## config.mk

```make
export PLATFORM = sky130hd
export DESIGN_NAME = lcs_link_regs
export DESIGN_NICKNAME = d
export VERILOG_FILES = /design/src/hw/lcs_cycle_timer.v /design/src/hw/lcs_link_regs.v /design/src/hw/lcs_sync.v
export VERILOG_INCLUDE_DIRS = /design/src /design/src/hw
export SDC_FILE = /design/constraint.sdc
export NUM_CORES = 1
export LEC_CHECK = 0
export BUFFER_PORTS_ARGS = -buffer_cell sky130_fd_sc_hd__buf_2
export CORE_UTILIZATION = 46
export DETAILED_ROUTE_END_ITERATION = 8
export GPL_TIMING_DRIVEN = 1
export PLACE_DENSITY = 0.87
export SYNTH_ARGS = -nofsm -noshare
export SYNTH_HDL_FRONTEND = slang
export SYNTH_SLANG_ARGS = --single-unit
```

## constraint.sdc

```tcl
create_clock -name clk -period 2.3 [get_ports clk]
set_clock_uncertainty 0.2 [all_clocks]
set_input_delay 0.115 -clock clk [delete_from_list [all_inputs] [get_ports clk]]
set_output_delay 0.115 -clock clk [all_outputs]
set_load 0.05 [all_outputs]
```

## src/hw/lcs_map.vh

```
// Register offsets, field positions, reset values and timing counts of the link control block
`ifndef LCS_MAP_VH
`define LCS_MAP_VH

`define LCS_ADDR_W 12
`define LCS_OFF_LINK_CTRL 12'h004
`define LCS_OFF_IRQ_ACK 12'h008
`define LCS_OFF_IRQ_EN 12'h00c
`define LCS_OFF_CYCLE_TIME 12'h010

`define LCS_CTRL_MASTER_BIT 11
`define LCS_CTRL_EXT_SRC_BIT 10
`define LCS_CTRL_TIMER_RUN_BIT 9
`define LCS_CTRL_XMIT_IDLE_BIT 6
`define LCS_CTRL_ROOT_BIT 5
`define LCS_CTRL_BUSY_PHASE_BIT 4
`define LCS_CTRL_ACK_MSB 3
`define LCS_CTRL_ACK_LSB 0
`define LCS_CTRL_ACK_RESET 4'h2

`define LCS_IRQ_CMD_RESET_BIT 18
`define LCS_IRQ_SUBACTION_GAP_BIT 17
`define LCS_IRQ_ARB_RESET_GAP_BIT 16
`define LCS_IRQ_MASK 32'h0007_0000
`define LCS_IRQ_RESET 32'h0000_0000

`define LCS_CYC_OFFSET_LSB 0
`define LCS_CYC_COUNT_LSB 12
`define LCS_CYC_OFFSET_WRAP 12'd3072
`define LCS_CYC_OFFSET_W 12
`define LCS_CYC_COUNT_W 13
`define LCS_SYNC_STAGES 2

`endif

```

## src/hw/lcs_cycle_timer.v

```verilog
// Cycle timer: offset counter and cycle count with internal or external cycle source
`timescale 1ns/1ps
`default_nettype none
`include "lcs_map.vh"
module lcs_cycle_timer #(
    parameter OFFSET_W = `LCS_CYC_OFFSET_W,
    parameter COUNT_W = `LCS_CYC_COUNT_W,
    parameter [OFFSET_W-1:0] OFFSET_WRAP = `LCS_CYC_OFFSET_WRAP
) (
    input wire clk,
    input wire resetn,
    input wire timer_run,
    input wire ext_source_sel,
    input wire ext_edge,
    output reg [OFFSET_W-1:0] cycle_offset_reg,
    output reg [COUNT_W-1:0] cycle_count_reg,
    output reg count_inc_reg
);
    localparam [OFFSET_W-1:0] OFFSET_LAST = OFFSET_WRAP - {{(OFFSET_W-1){1'b0}}, 1'b1};
    wire offset_wrap;
    wire ext_tick;
    wire count_step;

    assign offset_wrap = timer_run && (cycle_offset_reg == OFFSET_LAST);
    assign ext_tick = ext_source_sel && ext_edge;
    assign count_step = ext_tick || (!ext_source_sel && offset_wrap);

    always @(posedge clk) begin
        if (!resetn) begin
            cycle_offset_reg <= {OFFSET_W{1'b0}};
            cycle_count_reg <= {COUNT_W{1'b0}};
            count_inc_reg <= 1'b0;
        end else begin
            if (ext_tick) begin
                cycle_offset_reg <= {OFFSET_W{1'b0}}; // RULE1
            end else if (offset_wrap) begin
                cycle_offset_reg <= {OFFSET_W{1'b0}};
            end else if (timer_run) begin
                cycle_offset_reg <= cycle_offset_reg + {{(OFFSET_W-1){1'b0}}, 1'b1}; // RULE3
            end
            if (count_step) begin
                cycle_count_reg <= cycle_count_reg + {{(COUNT_W-1){1'b0}}, 1'b1}; // RULE1 RULE2
            end
            count_inc_reg <= count_step;
        end
    end
endmodule // lcs_cycle_timer
`default_nettype wire

```

## src/hw/lcs_link_regs.v

```verilog
// Link control, cycle timer and link interrupt acknowledge register bank
// Function
// RULE1 - With the external cycle source selected, each rising edge of the cycle pin bumps the count and clears the offset.
// RULE2 - With the internal source selected, the count bumps only when the offset wraps.
// RULE3 - The offset counter advances only while the timer run bit is set and holds otherwise; code clears it on an external edge even when stopped.
// RULE4 - A read-only bit reads one while the transmitter is idle and ready.
// RULE5 - A read-only root bit shows root status and is refreshed when self identification ends.
// RULE6 - A read-only bit gives the next busy acknowledge type, 0 for A and 1 for B.
// RULE7 - Bits 3 to 0 hold the last acknowledge code for a packet sent from the async transmit FIFO.
// RULE8 - Writing one to a set acknowledge bit clears it.
// RULE9 - Writing one to a clear bit, or zero to any bit, leaves the acknowledge register unchanged.
// RULE10 - An enable register mirrors the acknowledge register bit for bit.
// RULE11 - An interrupt is raised for any acknowledge flag whose enable bit is set.
// RULE12 - The command reset flag sets on a write request to the bus reset start register.
// RULE13 - The subaction gap flag sets when the bus has been idle for a subaction gap.
// RULE14 - The arbitration reset gap flag sets when the bus has been idle for an arbitration reset gap.
// RULE15 - With cycle master enabled and this node root, a cycle start is requested on each count increment.
// RULE16 - Acknowledge flags clear on reset and stay set until software clears them.
`timescale 1ns/1ps
`default_nettype none
`include "lcs_map.vh"
module lcs_link_regs #(
    parameter ADDR_W = `LCS_ADDR_W,
    parameter OFFSET_W = `LCS_CYC_OFFSET_W,
    parameter COUNT_W = `LCS_CYC_COUNT_W,
    parameter [OFFSET_W-1:0] OFFSET_WRAP = `LCS_CYC_OFFSET_WRAP
) (
    input wire clk,
    input wire resetn,
    input wire [ADDR_W-1:0] reg_addr,
    input wire [31:0] reg_wdata,
    input wire reg_wr,
    input wire reg_rd,
    output reg [31:0] reg_rdata,
    input wire ext_cycle_pulse_in,
    input wire xmit_idle_in,
    input wire selfid_done,
    input wire selfid_root,
    input wire busy_phase_in,
    input wire async_ack_valid,
    input wire [3:0] async_ack_code,
    input wire reset_start_write,
    input wire subaction_gap_seen,
    input wire arb_reset_gap_seen,
    output reg link_irq,
    output reg cycle_start_req,
    output wire [OFFSET_W-1:0] cycle_offset,
    output wire [COUNT_W-1:0] cycle_count
);
    // Address decode shared by read and write paths
    function addr_hit;
        input [ADDR_W-1:0] addr;
        input [ADDR_W-1:0] offset;
        begin
            addr_hit = (addr == offset);
        end
    endfunction

    // Control bits written by software
    reg cycle_master_enable_reg;
    reg ext_cycle_source_sel_reg;
    reg cycle_timer_run_reg;

    // Status captured from link logic
    reg xmit_idle_flag_reg;
    reg root_reg;
    reg next_busy_phase_reg;
    reg [3:0] last_async_tx_ack_reg;

    // Interrupt acknowledge and enable
    reg [31:0] link_irq_ack_reg;
    reg [31:0] link_irq_ack_next;
    reg [31:0] link_irq_enable_reg;
    reg [31:0] irq_event;

    // Cycle pin synchroniser and edge detect
    wire cycle_pin_sync;
    reg cycle_pin_prev_reg;
    wire cycle_pin_rise;

    wire count_inc;
    wire wr_ctrl;
    wire wr_ack;
    wire wr_en;
    wire [31:0] ctrl_rd;
    wire [31:0] time_rd;
    reg [31:0] rdata_next;

    assign wr_ctrl = reg_wr && addr_hit(reg_addr, `LCS_OFF_LINK_CTRL);
    assign wr_ack = reg_wr && addr_hit(reg_addr, `LCS_OFF_IRQ_ACK);
    assign wr_en = reg_wr && addr_hit(reg_addr, `LCS_OFF_IRQ_EN);

    lcs_sync #(
        .WIDTH(1)
    ) u_cycle_sync (
        .clk(clk),
        .resetn(resetn),
        .async_in(ext_cycle_pulse_in),
        .sync_out(cycle_pin_sync)
    );

    always @(posedge clk) begin
        if (!resetn) begin
            cycle_pin_prev_reg <= 1'b0;
        end else begin
            cycle_pin_prev_reg <= cycle_pin_sync;
        end
    end

    assign cycle_pin_rise = cycle_pin_sync && !cycle_pin_prev_reg; // RULE1

    lcs_cycle_timer #(
        .OFFSET_W(OFFSET_W),
        .COUNT_W(COUNT_W),
        .OFFSET_WRAP(OFFSET_WRAP)
    ) u_cycle_timer (
        .clk(clk),
        .resetn(resetn),
        .timer_run(cycle_timer_run_reg),
        .ext_source_sel(ext_cycle_source_sel_reg),
        .ext_edge(cycle_pin_rise),
        .cycle_offset_reg(cycle_offset),
        .cycle_count_reg(cycle_count),
        .count_inc_reg(count_inc)
    );

    // Software control bits of the link control register
    always @(posedge clk) begin
        if (!resetn) begin
            cycle_master_enable_reg <= 1'b0;
            ext_cycle_source_sel_reg <= 1'b0;
            cycle_timer_run_reg <= 1'b0;
        end else if (wr_ctrl) begin
            cycle_master_enable_reg <= reg_wdata[`LCS_CTRL_MASTER_BIT];
            ext_cycle_source_sel_reg <= reg_wdata[`LCS_CTRL_EXT_SRC_BIT]; // RULE1 RULE2
            cycle_timer_run_reg <= reg_wdata[`LCS_CTRL_TIMER_RUN_BIT]; // RULE3
        end
    end

    // Read-only status captured from the link logic
    always @(posedge clk) begin
        if (!resetn) begin
            xmit_idle_flag_reg <= 1'b0;
            root_reg <= 1'b0;
            next_busy_phase_reg <= 1'b0;
            last_async_tx_ack_reg <= `LCS_CTRL_ACK_RESET;
        end else begin
            xmit_idle_flag_reg <= xmit_idle_in; // RULE4
            next_busy_phase_reg <= busy_phase_in; // RULE6
            if (selfid_done) begin
                root_reg <= selfid_root; // RULE5
            end
            if (async_ack_valid) begin
                last_async_tx_ack_reg <= async_ack_code; // RULE7
            end
        end
    end

    // Cycle start request on count increment while master and root
    always @(posedge clk) begin
        if (!resetn) begin
            cycle_start_req <= 1'b0;
        end else begin
            cycle_start_req <= count_inc && cycle_master_enable_reg && root_reg; // RULE15
        end
    end

    // Events that set acknowledge flags
    always @* begin
        irq_event = 32'h0000_0000;
        irq_event[`LCS_IRQ_CMD_RESET_BIT] = reset_start_write; // RULE12
        irq_event[`LCS_IRQ_SUBACTION_GAP_BIT] = subaction_gap_seen; // RULE13
        irq_event[`LCS_IRQ_ARB_RESET_GAP_BIT] = arb_reset_gap_seen; // RULE14
    end

    // Write one to clear; a new event in the same cycle wins
    always @* begin
        link_irq_ack_next = link_irq_ack_reg;
        if (wr_ack) begin
            link_irq_ack_next = link_irq_ack_reg & ~reg_wdata; // RULE8 RULE9
        end
        link_irq_ack_next = (link_irq_ack_next | irq_event) & `LCS_IRQ_MASK; // RULE16
    end

    always @(posedge clk) begin
        if (!resetn) begin
            link_irq_ack_reg <= `LCS_IRQ_RESET; // RULE16
        end else begin
            link_irq_ack_reg <= link_irq_ack_next;
        end
    end

    // Enable register with the same layout as the acknowledge register
    always @(posedge clk) begin
        if (!resetn) begin
            link_irq_enable_reg <= `LCS_IRQ_RESET;
        end else if (wr_en) begin
            link_irq_enable_reg <= reg_wdata & `LCS_IRQ_MASK; // RULE10
        end
    end

    // Interrupt output
    always @(posedge clk) begin
        if (!resetn) begin
            link_irq <= 1'b0;
        end else begin
            link_irq <= |(link_irq_ack_next & link_irq_enable_reg); // RULE11
        end
    end

    // Read data assembly
    assign ctrl_rd = {20'h00000,
                      cycle_master_enable_reg,
                      ext_cycle_source_sel_reg,
                      cycle_timer_run_reg,
                      2'b00,
                      xmit_idle_flag_reg,
                      root_reg,
                      next_busy_phase_reg,
                      last_async_tx_ack_reg};

    assign time_rd = {{(32 - COUNT_W - OFFSET_W){1'b0}}, cycle_count, cycle_offset};

    always @* begin
        rdata_next = 32'h0000_0000;
        if (addr_hit(reg_addr, `LCS_OFF_LINK_CTRL)) begin
            rdata_next = ctrl_rd; // RULE4 RULE5 RULE6 RULE7
        end else if (addr_hit(reg_addr, `LCS_OFF_IRQ_ACK)) begin
            rdata_next = link_irq_ack_reg;
        end else if (addr_hit(reg_addr, `LCS_OFF_IRQ_EN)) begin
            rdata_next = link_irq_enable_reg;
        end else if (addr_hit(reg_addr, `LCS_OFF_CYCLE_TIME)) begin
            rdata_next = time_rd;
        end
    end

    always @(posedge clk) begin
        if (!resetn) begin
            reg_rdata <= 32'h0000_0000;
        end else if (reg_rd) begin
            reg_rdata <= rdata_next;
        end else begin
            reg_rdata <= 32'h0000_0000;
        end
    end
endmodule // lcs_link_regs
`default_nettype wire

```

## src/hw/lcs_sync.v

```verilog
// Two-flop synchroniser for asynchronous input pins
`timescale 1ns/1ps
`default_nettype none
module lcs_sync #(
    parameter WIDTH = 1
) (
    input wire clk,
    input wire resetn,
    input wire [WIDTH-1:0] async_in,
    output wire [WIDTH-1:0] sync_out
);
    reg [WIDTH-1:0] meta_reg;
    reg [WIDTH-1:0] sync_reg;

    always @(posedge clk) begin
        if (!resetn) begin
            meta_reg <= {WIDTH{1'b0}};
            sync_reg <= {WIDTH{1'b0}};
        end else begin
            meta_reg <= async_in;
            sync_reg <= meta_reg;
        end
    end

    assign sync_out = sync_reg;
endmodule // lcs_sync
`default_nettype wire

```

==> impl_metrics.tcl, run 1 <==
set metrics [dict create \
    dieHeight_um 82.9 \
    synth-edff-count 0 \
    antenna_found_initial 0 \
    ys_warn_count 0 \
    fin_area_um2 3990 \
    grt_pass1_vias 2611 \
    worstPathArrival_ns 2.24 \
    drt.antenna.violating_nets 0 \
    min_path_type "input port to flop" \
    startpoint_type "input port" \
    critPathBufInv 2 \
    power.share.sequential 0.497 \
    crit_fanout 4 \
    syn_inst 323 \
    cts_sinks 72 \
    num_vias 2714 \
    p_sw_mw 0.597 \
    worstSkewPairLatency_ns 0.36 \
    synth_area_leaders "dfxtp_1 48%, mux2i_1 8.6%, nor2_1 4.5%, and2_1 3.7%, nand2_1 3.1%" \
    tns_ns 0 \
    setup_viol 0 \
    viasPerCell 5.21 \
    rsz0062_at_grt "no" \
    routed_wl_um 7170 \
    drv_cap 0 \
    fill_cells 520 \
    switching_share 0.234 \
    avgSynthCellArea_um2 9.32 \
    final.min_clock_period_ns 2.20 \
    leakage_nw 1.75 \
    finalNonFillerCells 521 \
    numCtsBuffers 9 \
    antenna_cells 0 \
    yosysTopAreaCell "dfxtp_1" \
    p_clk_frac 0.439 \
    dp_worst_setup_slack_ns 0.299 \
    crit_slowest_cell "dlygate4sd3_1" \
    path_clk_slew_ns 0.07 \
    p_comb_frac 0.063 \
    final_common_cell "buf_2" \
    rows 29 \
    synthArstFlopShare 0 \
    dpl_cell_area_um2 3500 \
    synth_top_flop_cell "dfxtp_1" \
    clk_path_buf_depth 2 \
    slew_headroom 0.596 \
    grt_max_degree 38 \
    post-place-cells 478 \
    track_usage 0.219 \
    wire_per_inst_um 13.8 \
    overflow 0 \
    finalMaxSlewViolations 0 \
    post-route-period-util 0.957 \
    synth_top_area_share 0.479 \
    status "completed" \
    holdWs_ns 0.0145 \
    detailed_place_hpwl_um 4800 \
    cts_root_buf "clkbuf_8" \
    dr.pass1.iters 4 \
    start_util 0.474 \
    worstSetupPathType "input port to flop" \
    max_freq_ghz 0.455 \
    area.growth.synth_to_final_pct 32.6 \
    grt_pass1_wl_um 12000 \
    tritoncts "built" \
    cpLargestDelayFamily "simple AND/OR/NAND/NOR gates" \
    drtIter0Drc 190 \
    layout-drive-gt1-share 0.264 \
    synth_cell_type_count 47 \
    netlist_area_um2 3010 \
    io_buffer_count 86 \
    die_w_um 82.9 \
    core_area_um2 6350 \
    cp_cell_sequence "buf_2, or4_4, or3_4, nor3_1, a31oi_1, dlygate4sd3_1" \
    ir_worst_vdd_mv 0.465 \
    powerDensity_nw_per_um2 637 \
    gp_congestion 0.831 \
    cp_slowest_stage_delay_ns 0.58 \
    end_kind "flop" \
    tightest_slew_ns 0.605 \
    required_ns 2.34 \
    largest_reg_flops 25 \
    drc 0 \
    ios 120 \
    hold_viol_final 0 \
    setup_slack_ns 0.0999 \
    ys_seq_area_frac 0.479 \
    internal_power_mw 1.95 \
    die-area_um2 6870 \
    synth_seq_cells 72 \
    cts_max_level 3 \
    final_nets 502 \
    layout_common_cells "86 x buf_2, 72 x dfxtp_1, 36 x nor2_1" \
]
final timing paths:
path	startpoint	end	depth (start not counted)	slack [ns]
min reg2reg	u_cycle_sync.meta_reg$_SDFF_PN0_	u_cycle_sync.sync_out$_SDFF_PN0_	1	0.24
min	reg_addr[2]	link_irq$_SDFF_PN0_	3	0.01
max	reg_addr[7]	link_irq_ack_reg[17]$_SDFF_PN0_	6	0.1
max reg2reg	u_cycle_timer.cycle_offset_reg[9]$_SDFFE_PP0P_	u_cycle_timer.cycle_count_reg[6]$_SDFFE_PN0P_	5	0.35
routing by layer:
metal,wire [µm],track usage,vias to the layer above
li1,-,-,1344
met1,3100,0.256,1263
met2,3430,0.358,83
met3,337,0.0437,24
met4,308,0.154,0
met5,0,0,-
worst reg2reg max path, stage by stage, from the launching register on:
cell and delay [ns]:
dfxtp_1 0.46, nor4bb_1 0.37, nand4_1 0.14, buf_4 0.20, a211oi_1 0.31, mux2i_1 0.22
Yosys cell counts (5+ instances only):
master and count:
dfxtp_1 72, nor2_1 36, mux2i_1 26, nand2_1 25
and2_1 18, a21oi_1 16, nand2b_1 12, a22oi_1 11
clkbuf_1 9, nand3_1 9, and4_1 8, nand4_1 8
buf_4 7, o21ai_0 7, xor2_1 6, inv_1 5
layout make-up:
cell class,count,area (µm²),area share
Inverter,5,18.8,0.00470
Multi-Input combinational cell,231,1460,0.367
Clock buffer,10,128,0.0320
Sequential cell,72,1440,0.361
Tap cell,77,96.3,0.0241
Timing Repair Buffer,120,753,0.189
Clock inverter,6,92.6,0.0232
power groups by stage:
stage          clock, mW  combinational, mW  sequential, mW
3_3_place_gp           0              0.121            1.29
3_5_place_dp           0              0.124            1.30
5_1_grt             1.19              0.176            1.27
2_1_floorplan          0             0.0902            1.29
6_report            1.12              0.161            1.27
4_1_cts             1.13              0.160            1.27
metrics by stage:
stage / util / power (mW)
final: 0.629 / 2.55
after global routing: 0.629 / 2.64
after CTS: 0.629 / 2.55
after detailed placement: 0.552 / 1.42
after global placement: 0.552 / 1.42
after floorplan: - / 1.38
timing repair:
action	CTS	global route
hold buffers	27	0
endpoints found under the hold margin	19	0
gates resized for setup	0	0
setup buffers	0	0
cells by family after synthesis:
group           after synthesis  synth area share
simple gates                142             0.263
flops                        72             0.479
compound gates               44            0.0906
mux                          26            0.0864
buf+inv                      26            0.0428
xor+xnor                     10            0.0291
fa+ha+maj                     2           0.00831
other cells                   1           0.00125
Note: power is estimated with default switching activity, not from simulation.
==> run 2, diff against run 1 <==
--- a/config.mk
+++ b/config.mk
@@ -6,6 +6,7 @@
 export SDC_FILE = /design/constraint.sdc
 export NUM_CORES = 1
 export LEC_CHECK = 0
+export ABC_AREA = 1
 export BUFFER_PORTS_ARGS = -buffer_cell sky130_fd_sc_hd__buf_2
 export CORE_UTILIZATION = 46
 export DETAILED_ROUTE_END_ITERATION = 8
==> run 2 against run 1 <==
The run now ends with design-rule violations left; register-to-register slack is essentially flat; sequential share of layout area down 1.6 points; die area is 4.7% higher.
==> impl_metrics.tcl, run 2 <==
set metrics [dict create \
    leakage_nw 1.89 \
    final_common_cell "buf_2" \
    p_total_mw 2.34 \
    crit_top_cell "dlygate4sd3_1" \
    die-area_um2 7200 \
    path_clk_slew_ns 0.07 \
    netlist_area_um2 3160 \
    cts_max_level 3 \
    synth-xor-area-share 0.0222 \
    synth-edff-count 0 \
    wire_per_inst_um 12.9 \
    worstSkewPairLatency_ns 0.35 \
    post-place-cells 584 \
    min_path_type "input port to flop" \
    max_freq_ghz 0.477 \
    wl_met1_um 3510 \
    clk_path_buf_depth 2 \
    synth.area.mux_share 0 \
    rows 29 \
    required_ns 2.34 \
    critPathBufInv 4 \
    holdWs_ns 0.0502 \
    ir_worst_vdd_mv 0.345 \
    hp-start "resetn" \
    synth_cell_type_count 35 \
    r2r_start "u_cycle_timer.cycle_offset_reg[1]$_SDFFE_PP0P_" \
    drv_cap 0 \
    powerDensity_nw_per_um2 561 \
    yosys.area_share.simple 0.294 \
    status "finished, violations left" \
    routed_wl_um 8230 \
    area.growth.synth_to_final_pct 32.3 \
    synth_top_area_share 0.456 \
    ys_seq_area_frac 0.456 \
    setup_viol 0 \
    start_util 0.486 \
    tritoncts "built" \
    synth_seq_cells 72 \
    wl_met3_um 599 \
    wl_met2_um 3980 \
    synth_most_common_cell "dfxtp_1" \
    dieHeight_um 84.9 \
    violations "design-rule violations" \
    final.min_clock_period_ns 2.10 \
    r2r_end "u_cycle_timer.cycle_count_reg[9]$_SDFFE_PN0P_" \
    largest_reg_flops 25 \
    antenna_cells 0 \
    drt.antenna.violating_nets 0 \
    synthArstFlopShare 0 \
    synthAdderAreaFrac 0.00792 \
    crit_slowest_cell "dlygate4sd3_1" \
    synth_top_flop_cell "dfxtp_1" \
    worstPathArrival_ns 2.13 \
    layout_common_cells "86 x buf_2, 72 x dfxtp_1, 71 x nand2_1" \
    yosysTopAreaCell "dfxtp_1" \
    numCtsBuffers 9 \
    grt_pass1_vias 3178 \
    core_area_um2 6490 \
    track_usage 0.244 \
    finalMaxSlewViolations 0 \
    dr.pass1.iters 9 \
    final_nets 619 \
    post_cts_buffers 0 \
    cp_cell_sequence "dlygate4sd3_1, buf_2, inv_2, nand3_1, nor3_2, nand2_1, o21ai_0, a21oi_1, dlygate4sd3_1" \
    synth-compound-area-share 0.113 \
    layout-drive-gt1-share 0.219 \
    post-route-period-util 0.911 \
    end_kind "flop" \
    antenna_found_initial 0 \
    tns_ns 0 \
    hold_viol_final 0 \
    ios 120 \
    synth_top_family_by_area "simple AND/OR/NAND/NOR gates" \
    viasPerCell 5.04 \
    tightest_slew_ns 0.516 \
    avgSynthCellArea_um2 7.36 \
    worstSetupPathType "input port to flop" \
    drc 8 \
    ys_warn_count 0 \
    synth_area_leaders "dfxtp_1 46%, nand2_1 8.4%, nor2_1 7.6%, inv_1 6.2%, a21oi_1 5.4%" \
    finalNonFillerCells 638 \
    cts_sinks 72 \
    top_layer "met4" \
    synth_commonest_cells "72 x dfxtp_1, 71 x nand2_1, 64 x nor2_1, 52 x inv_1, 34 x a21oi_1" \
    overflow 0 \
    die_w_um 84.9 \
    detailed_place_hpwl_um 5600 \
    rsz0062_at_grt "no" \
    crit_fanout 7 \
    syn_inst 429 \
    r2r_cells 8 \
    grt_max_degree 29 \
    cpLargestDelayFamily "buffers and inverters" \
    whs_endpoint "u_cycle_timer.cycle_offset_reg[9]$_SDFFE_PP0P_" \
    drtIter0Drc 169 \
    slew_headroom 0.655 \
    grt_pass1_wl_um 13900 \
    startpoint_type "input port" \
    cts_root_buf "clkbuf_8" \
    io_buffer_count 86 \
    num_vias 3217 \
    hold_depth 5 \
    ff2ff_setup_slack_ns 0.35 \
    cp_slowest_stage_delay_ns 0.56 \
    gp_congestion 0.859 \
]
## run 2: cell type report
class	count	area [µm²]
Fill cell	561	2320
Sequential cell	72	1440
Multi-Input combinational cell	289	1410
Timing Repair Buffer	129	848
Inverter	55	206
Clock buffer	11	141
Tap cell	77	96.3
Clock inverter	5	32.5
## run 2: how the worst max path moves through the flow
stage	end	cells past startpoint	slack, ns	startpoint
after floorplan	u_cycle_timer.cycle_count_reg[3]$_SDFFE_PN0P_	9	0.29	u_cycle_timer.cycle_offset_reg[0]$_SDFFE_PP0P_
after global placement	u_cycle_timer.cycle_count_reg[10]$_SDFFE_PN0P_	8	0.44	u_cycle_timer.cycle_offset_reg[1]$_SDFFE_PP0P_
after detailed placement	reg_rdata[10]$_SDFF_PN0_	7	0.39	reg_addr[7]
after CTS	cycle_master_enable_reg$_SDFFE_PN0P_	9	0.16	reg_addr[3]
after global routing	cycle_timer_run_reg$_SDFFE_PN0P_	9	0.07	reg_addr[3]
final	cycle_timer_run_reg$_SDFFE_PN0P_	9	0.20	reg_addr[3]
## run 2: cells by family after synthesis
logic type,after synthesis
DFF,72
AOI/OAI and AO/OA,69
xor gates and xnor gates,8
and+or+nand+nor,203
other,1
buffers and inverters,74
adders and majority gates,2
## run 2: worst register-to-register path, delay by kind of cell, from the launching register on
family | cells | cell delay (ns)
and+or+nand+nor | 5 | 0.70
AOI/OAI and AO/OA | 1 | 0.06
buffers and inverters | 1 | 0.18
adders and majority gates | 1 | 0.23
DFF | 1 | 0.44
## run 2: report_power, final
part	switching [mW]	leakage [nW]	internal, mW
clock	0.479	0.0813	0.417
sequential	0.00757	0.583	1.26
combinational	0.100	1.23	0.0801
total	0.586	1.89	1.76
## run 2: timing repair
item | CTS | global route
endpoints found under the setup margin | 0 | 3
hold endpoints to repair | 21 | 0
resized for setup | 0 | 1
hold buffers | 38 | 0
## run 2: metal layers
layer,track usage,vias up
li1,-,1619
met1,0.291,1445
met2,0.409,140
met3,0.0623,13
met4,0.125,0
met5,0,-
## run 2: stage by stage
stage                     area [µm²]  setup slack [ns]  utilization
after detailed placement        3620             0.393        0.557
after global routing            4180            0.0703        0.643
after CTS                       4170             0.156        0.642
after global placement          3620             0.441        0.557
after floorplan                 3180             0.289            -
final                           4180             0.204        0.643
==> run 3, diff against run 2 <==
--- a/config.mk
+++ b/config.mk
@@ -8,10 +8,11 @@
 export LEC_CHECK = 0
 export ABC_AREA = 1
 export BUFFER_PORTS_ARGS = -buffer_cell sky130_fd_sc_hd__buf_2
-export CORE_UTILIZATION = 46
+export CORE_ASPECT_RATIO = 0.8
+export CORE_UTILIZATION = 44
 export DETAILED_ROUTE_END_ITERATION = 8
 export GPL_TIMING_DRIVEN = 1
-export PLACE_DENSITY = 0.87
+export PLACE_DENSITY = 0.84
 export SYNTH_ARGS = -nofsm -noshare
 export SYNTH_HDL_FRONTEND = slang
 export SYNTH_SLANG_ARGS = --single-unit
==> run 3 against run 2 <==
The flow now finishes without violations; combinational power hardly changed; hold slack worse by 0.028 ns; first-iteration DRC count is 8.9% lower; final cell count is 1.7% higher; non-clock buffer count is 1 higher; die area is 4.5% higher; critical path depth stayed put; count of clock-buffer cells in the layout is 2 higher; total power is 5.0% higher; maximum frequency is 5.8% lower.
==> impl_metrics.tcl, run 3 (synthesis results as in run 2) <==
set metrics [dict create \
    dieHeight_um 77.8 \
    ios 120 \
    drtIter0Drc 154 \
    core_area_um2 6930 \
    crit_fanout 4 \
    hold_depth 4 \
    drt.antenna.violating_nets 0 \
    fin_area_um2 4230 \
    cts_max_level 3 \
    utilization 0.611 \
    track_usage 0.227 \
    cts_root_buf "clkbuf_8" \
    routed_wl_um 8240 \
    p_comb_frac 0.074 \
    finalNonFillerCells 649 \
    power.share.sequential 0.515 \
    ir_worst_vdd_mv 0.439 \
    viasPerCell 5.03 \
    dpl_cell_area_um2 3630 \
    tritoncts "built" \
    largest_reg_flops 25 \
    dr.pass1.iters 5 \
    grt_pass1_vias 3075 \
    gp_congestion 0.899 \
    r2r_start "u_cycle_timer.cycle_offset_reg[0]$_SDFFE_PP0P_" \
    final_nets 620 \
    post-place-cells 594 \
    detailed_place_hpwl_um 5820 \
    p_sw_mw 0.561 \
    final.min_clock_period_ns 2.23 \
    area.growth.synth_to_final_pct 33.9 \
    dp_worst_setup_slack_ns 0.357 \
    worstSetupStartpoint "reg_addr[7]" \
    ff2ff_setup_slack_ns 0.35 \
    hp-start "reg_addr[3]" \
    end_kind "flop" \
    setup_slack_ns 0.0744 \
    finalMaxSlewViolations 0 \
    layout-drive-gt1-share 0.222 \
    post-route-period-util 0.968 \
    startpoint_type "input port" \
    antenna_found_initial 0 \
    num_vias 3265 \
    whs_endpoint "reg_rdata[18]$_SDFF_PP0_" \
    die_w_um 96.7 \
    setup_viol 0 \
    wire_per_inst_um 12.7 \
    path_clk_slew_ns 0.07 \
    hold_viol_final 0 \
    leakage_nw 1.94 \
    status "completed" \
    holdWs_ns 0.0220 \
    drv_cap 0 \
    worstPathArrival_ns 2.25 \
    tns_ns 0 \
    drc 0 \
    cp_slowest_stage_delay_ns 0.59 \
    overflow 0 \
    required_ns 2.32 \
    internal_power_mw 1.90 \
    die-area_um2 7520 \
    crit_slowest_cell "dlygate4sd3_1" \
    rows 27 \
    switching_share 0.228 \
    max_freq_ghz 0.449 \
    cts_sinks 72 \
    final_common_cell "buf_2" \
    r2r_cells 8 \
    grt_max_degree 21 \
    worstSetupPathType "input port to flop" \
    p_clk_frac 0.411 \
    grt_pass1_wl_um 13700 \
    clk_path_buf_depth 2 \
    powerDensity_nw_per_um2 582 \
    crit_top_cell "dlygate4sd3_1" \
    r2r_end "u_cycle_timer.cycle_count_reg[10]$_SDFFE_PN0P_" \
    io_buffer_count 86 \
    layout_common_cells "86 x buf_2, 72 x dfxtp_1, 71 x nand2_1" \
    cp_cell_sequence "buf_2, nor2_2, nand2_2, nor3_4, nand2_1, o21ai_0, dlygate4sd3_1, a21oi_1, dlygate4sd3_1" \
    min_path_type "input port to flop" \
    numCtsBuffers 9 \
    antenna_cells 0 \
    start_util 0.456 \
    p_total_mw 2.46 \
    worstSkewPairLatency_ns 0.34 \
]
[run 3: what timing repair did]
action,in CTS,in global routing
setup endpoints to repair,0,1
endpoints found under the hold margin,20,0
gates resized for setup,0,3
setup buffers,0,2
hold buffers,37,0
[run 3: worst max-delay path by stage]
stage | to | slack [ns] | cells past startpoint
final | ext_cycle_source_sel_reg$_SDFFE_PN0P_ | 0.07 | 9
after global routing | ext_cycle_source_sel_reg$_SDFFE_PN0P_ | -0.006 | 11
after CTS | ext_cycle_source_sel_reg$_SDFFE_PN0P_ | 0.05 | 9
after detailed placement | u_cycle_timer.cycle_count_reg[10]$_SDFFE_PN0P_ | 0.36 | 8
after global placement | u_cycle_timer.cycle_count_reg[12]$_SDFFE_PN0P_ | 0.43 | 8
after floorplan | u_cycle_timer.cycle_count_reg[3]$_SDFFE_PN0P_ | 0.29 | 9
[run 3: critical path: cells and delay by family]
family                 cells  cell delay (ns)
AO/OA/AOI/OAI              2             0.22
buffers and inverters      3             1.26
AND/OR/NAND/NOR            4             0.65
[run 3: metal layers]
layer  vias to the layer above  GRT usage  part of all wire  routed length (µm)
met5                         -          0                 0                   0
met4                         0     0.0791             0.017                 139
met3                        15     0.0775             0.069                 570
met2                       134      0.392              0.48                3980
met1                      1495      0.262              0.43                3550
li1                       1621          -                 -                   -
[run 3: power groups by stage]
| stage | registers, mW | logic [mW] | clock network, mW |
|---|---|---|---|
| after floorplan | 1.29 | 0.0910 | 0 |
| after global placement | 1.30 | 0.127 | 0 |
| after detailed placement | 1.30 | 0.131 | 0 |
| after CTS | 1.27 | 0.175 | 1.03 |
| after global routing | 1.27 | 0.199 | 1.10 |
| final | 1.27 | 0.182 | 1.01 |
[run 3: layout make-up]
type	count	area [µm²]
inverters	55	206
multi-input cells	289	1420
clock buffers	13	159
clock inverters	3	40.0
repair buffers	130	853
flip-flops and latches	72	1440
well taps	87	109
fillers	619	2700
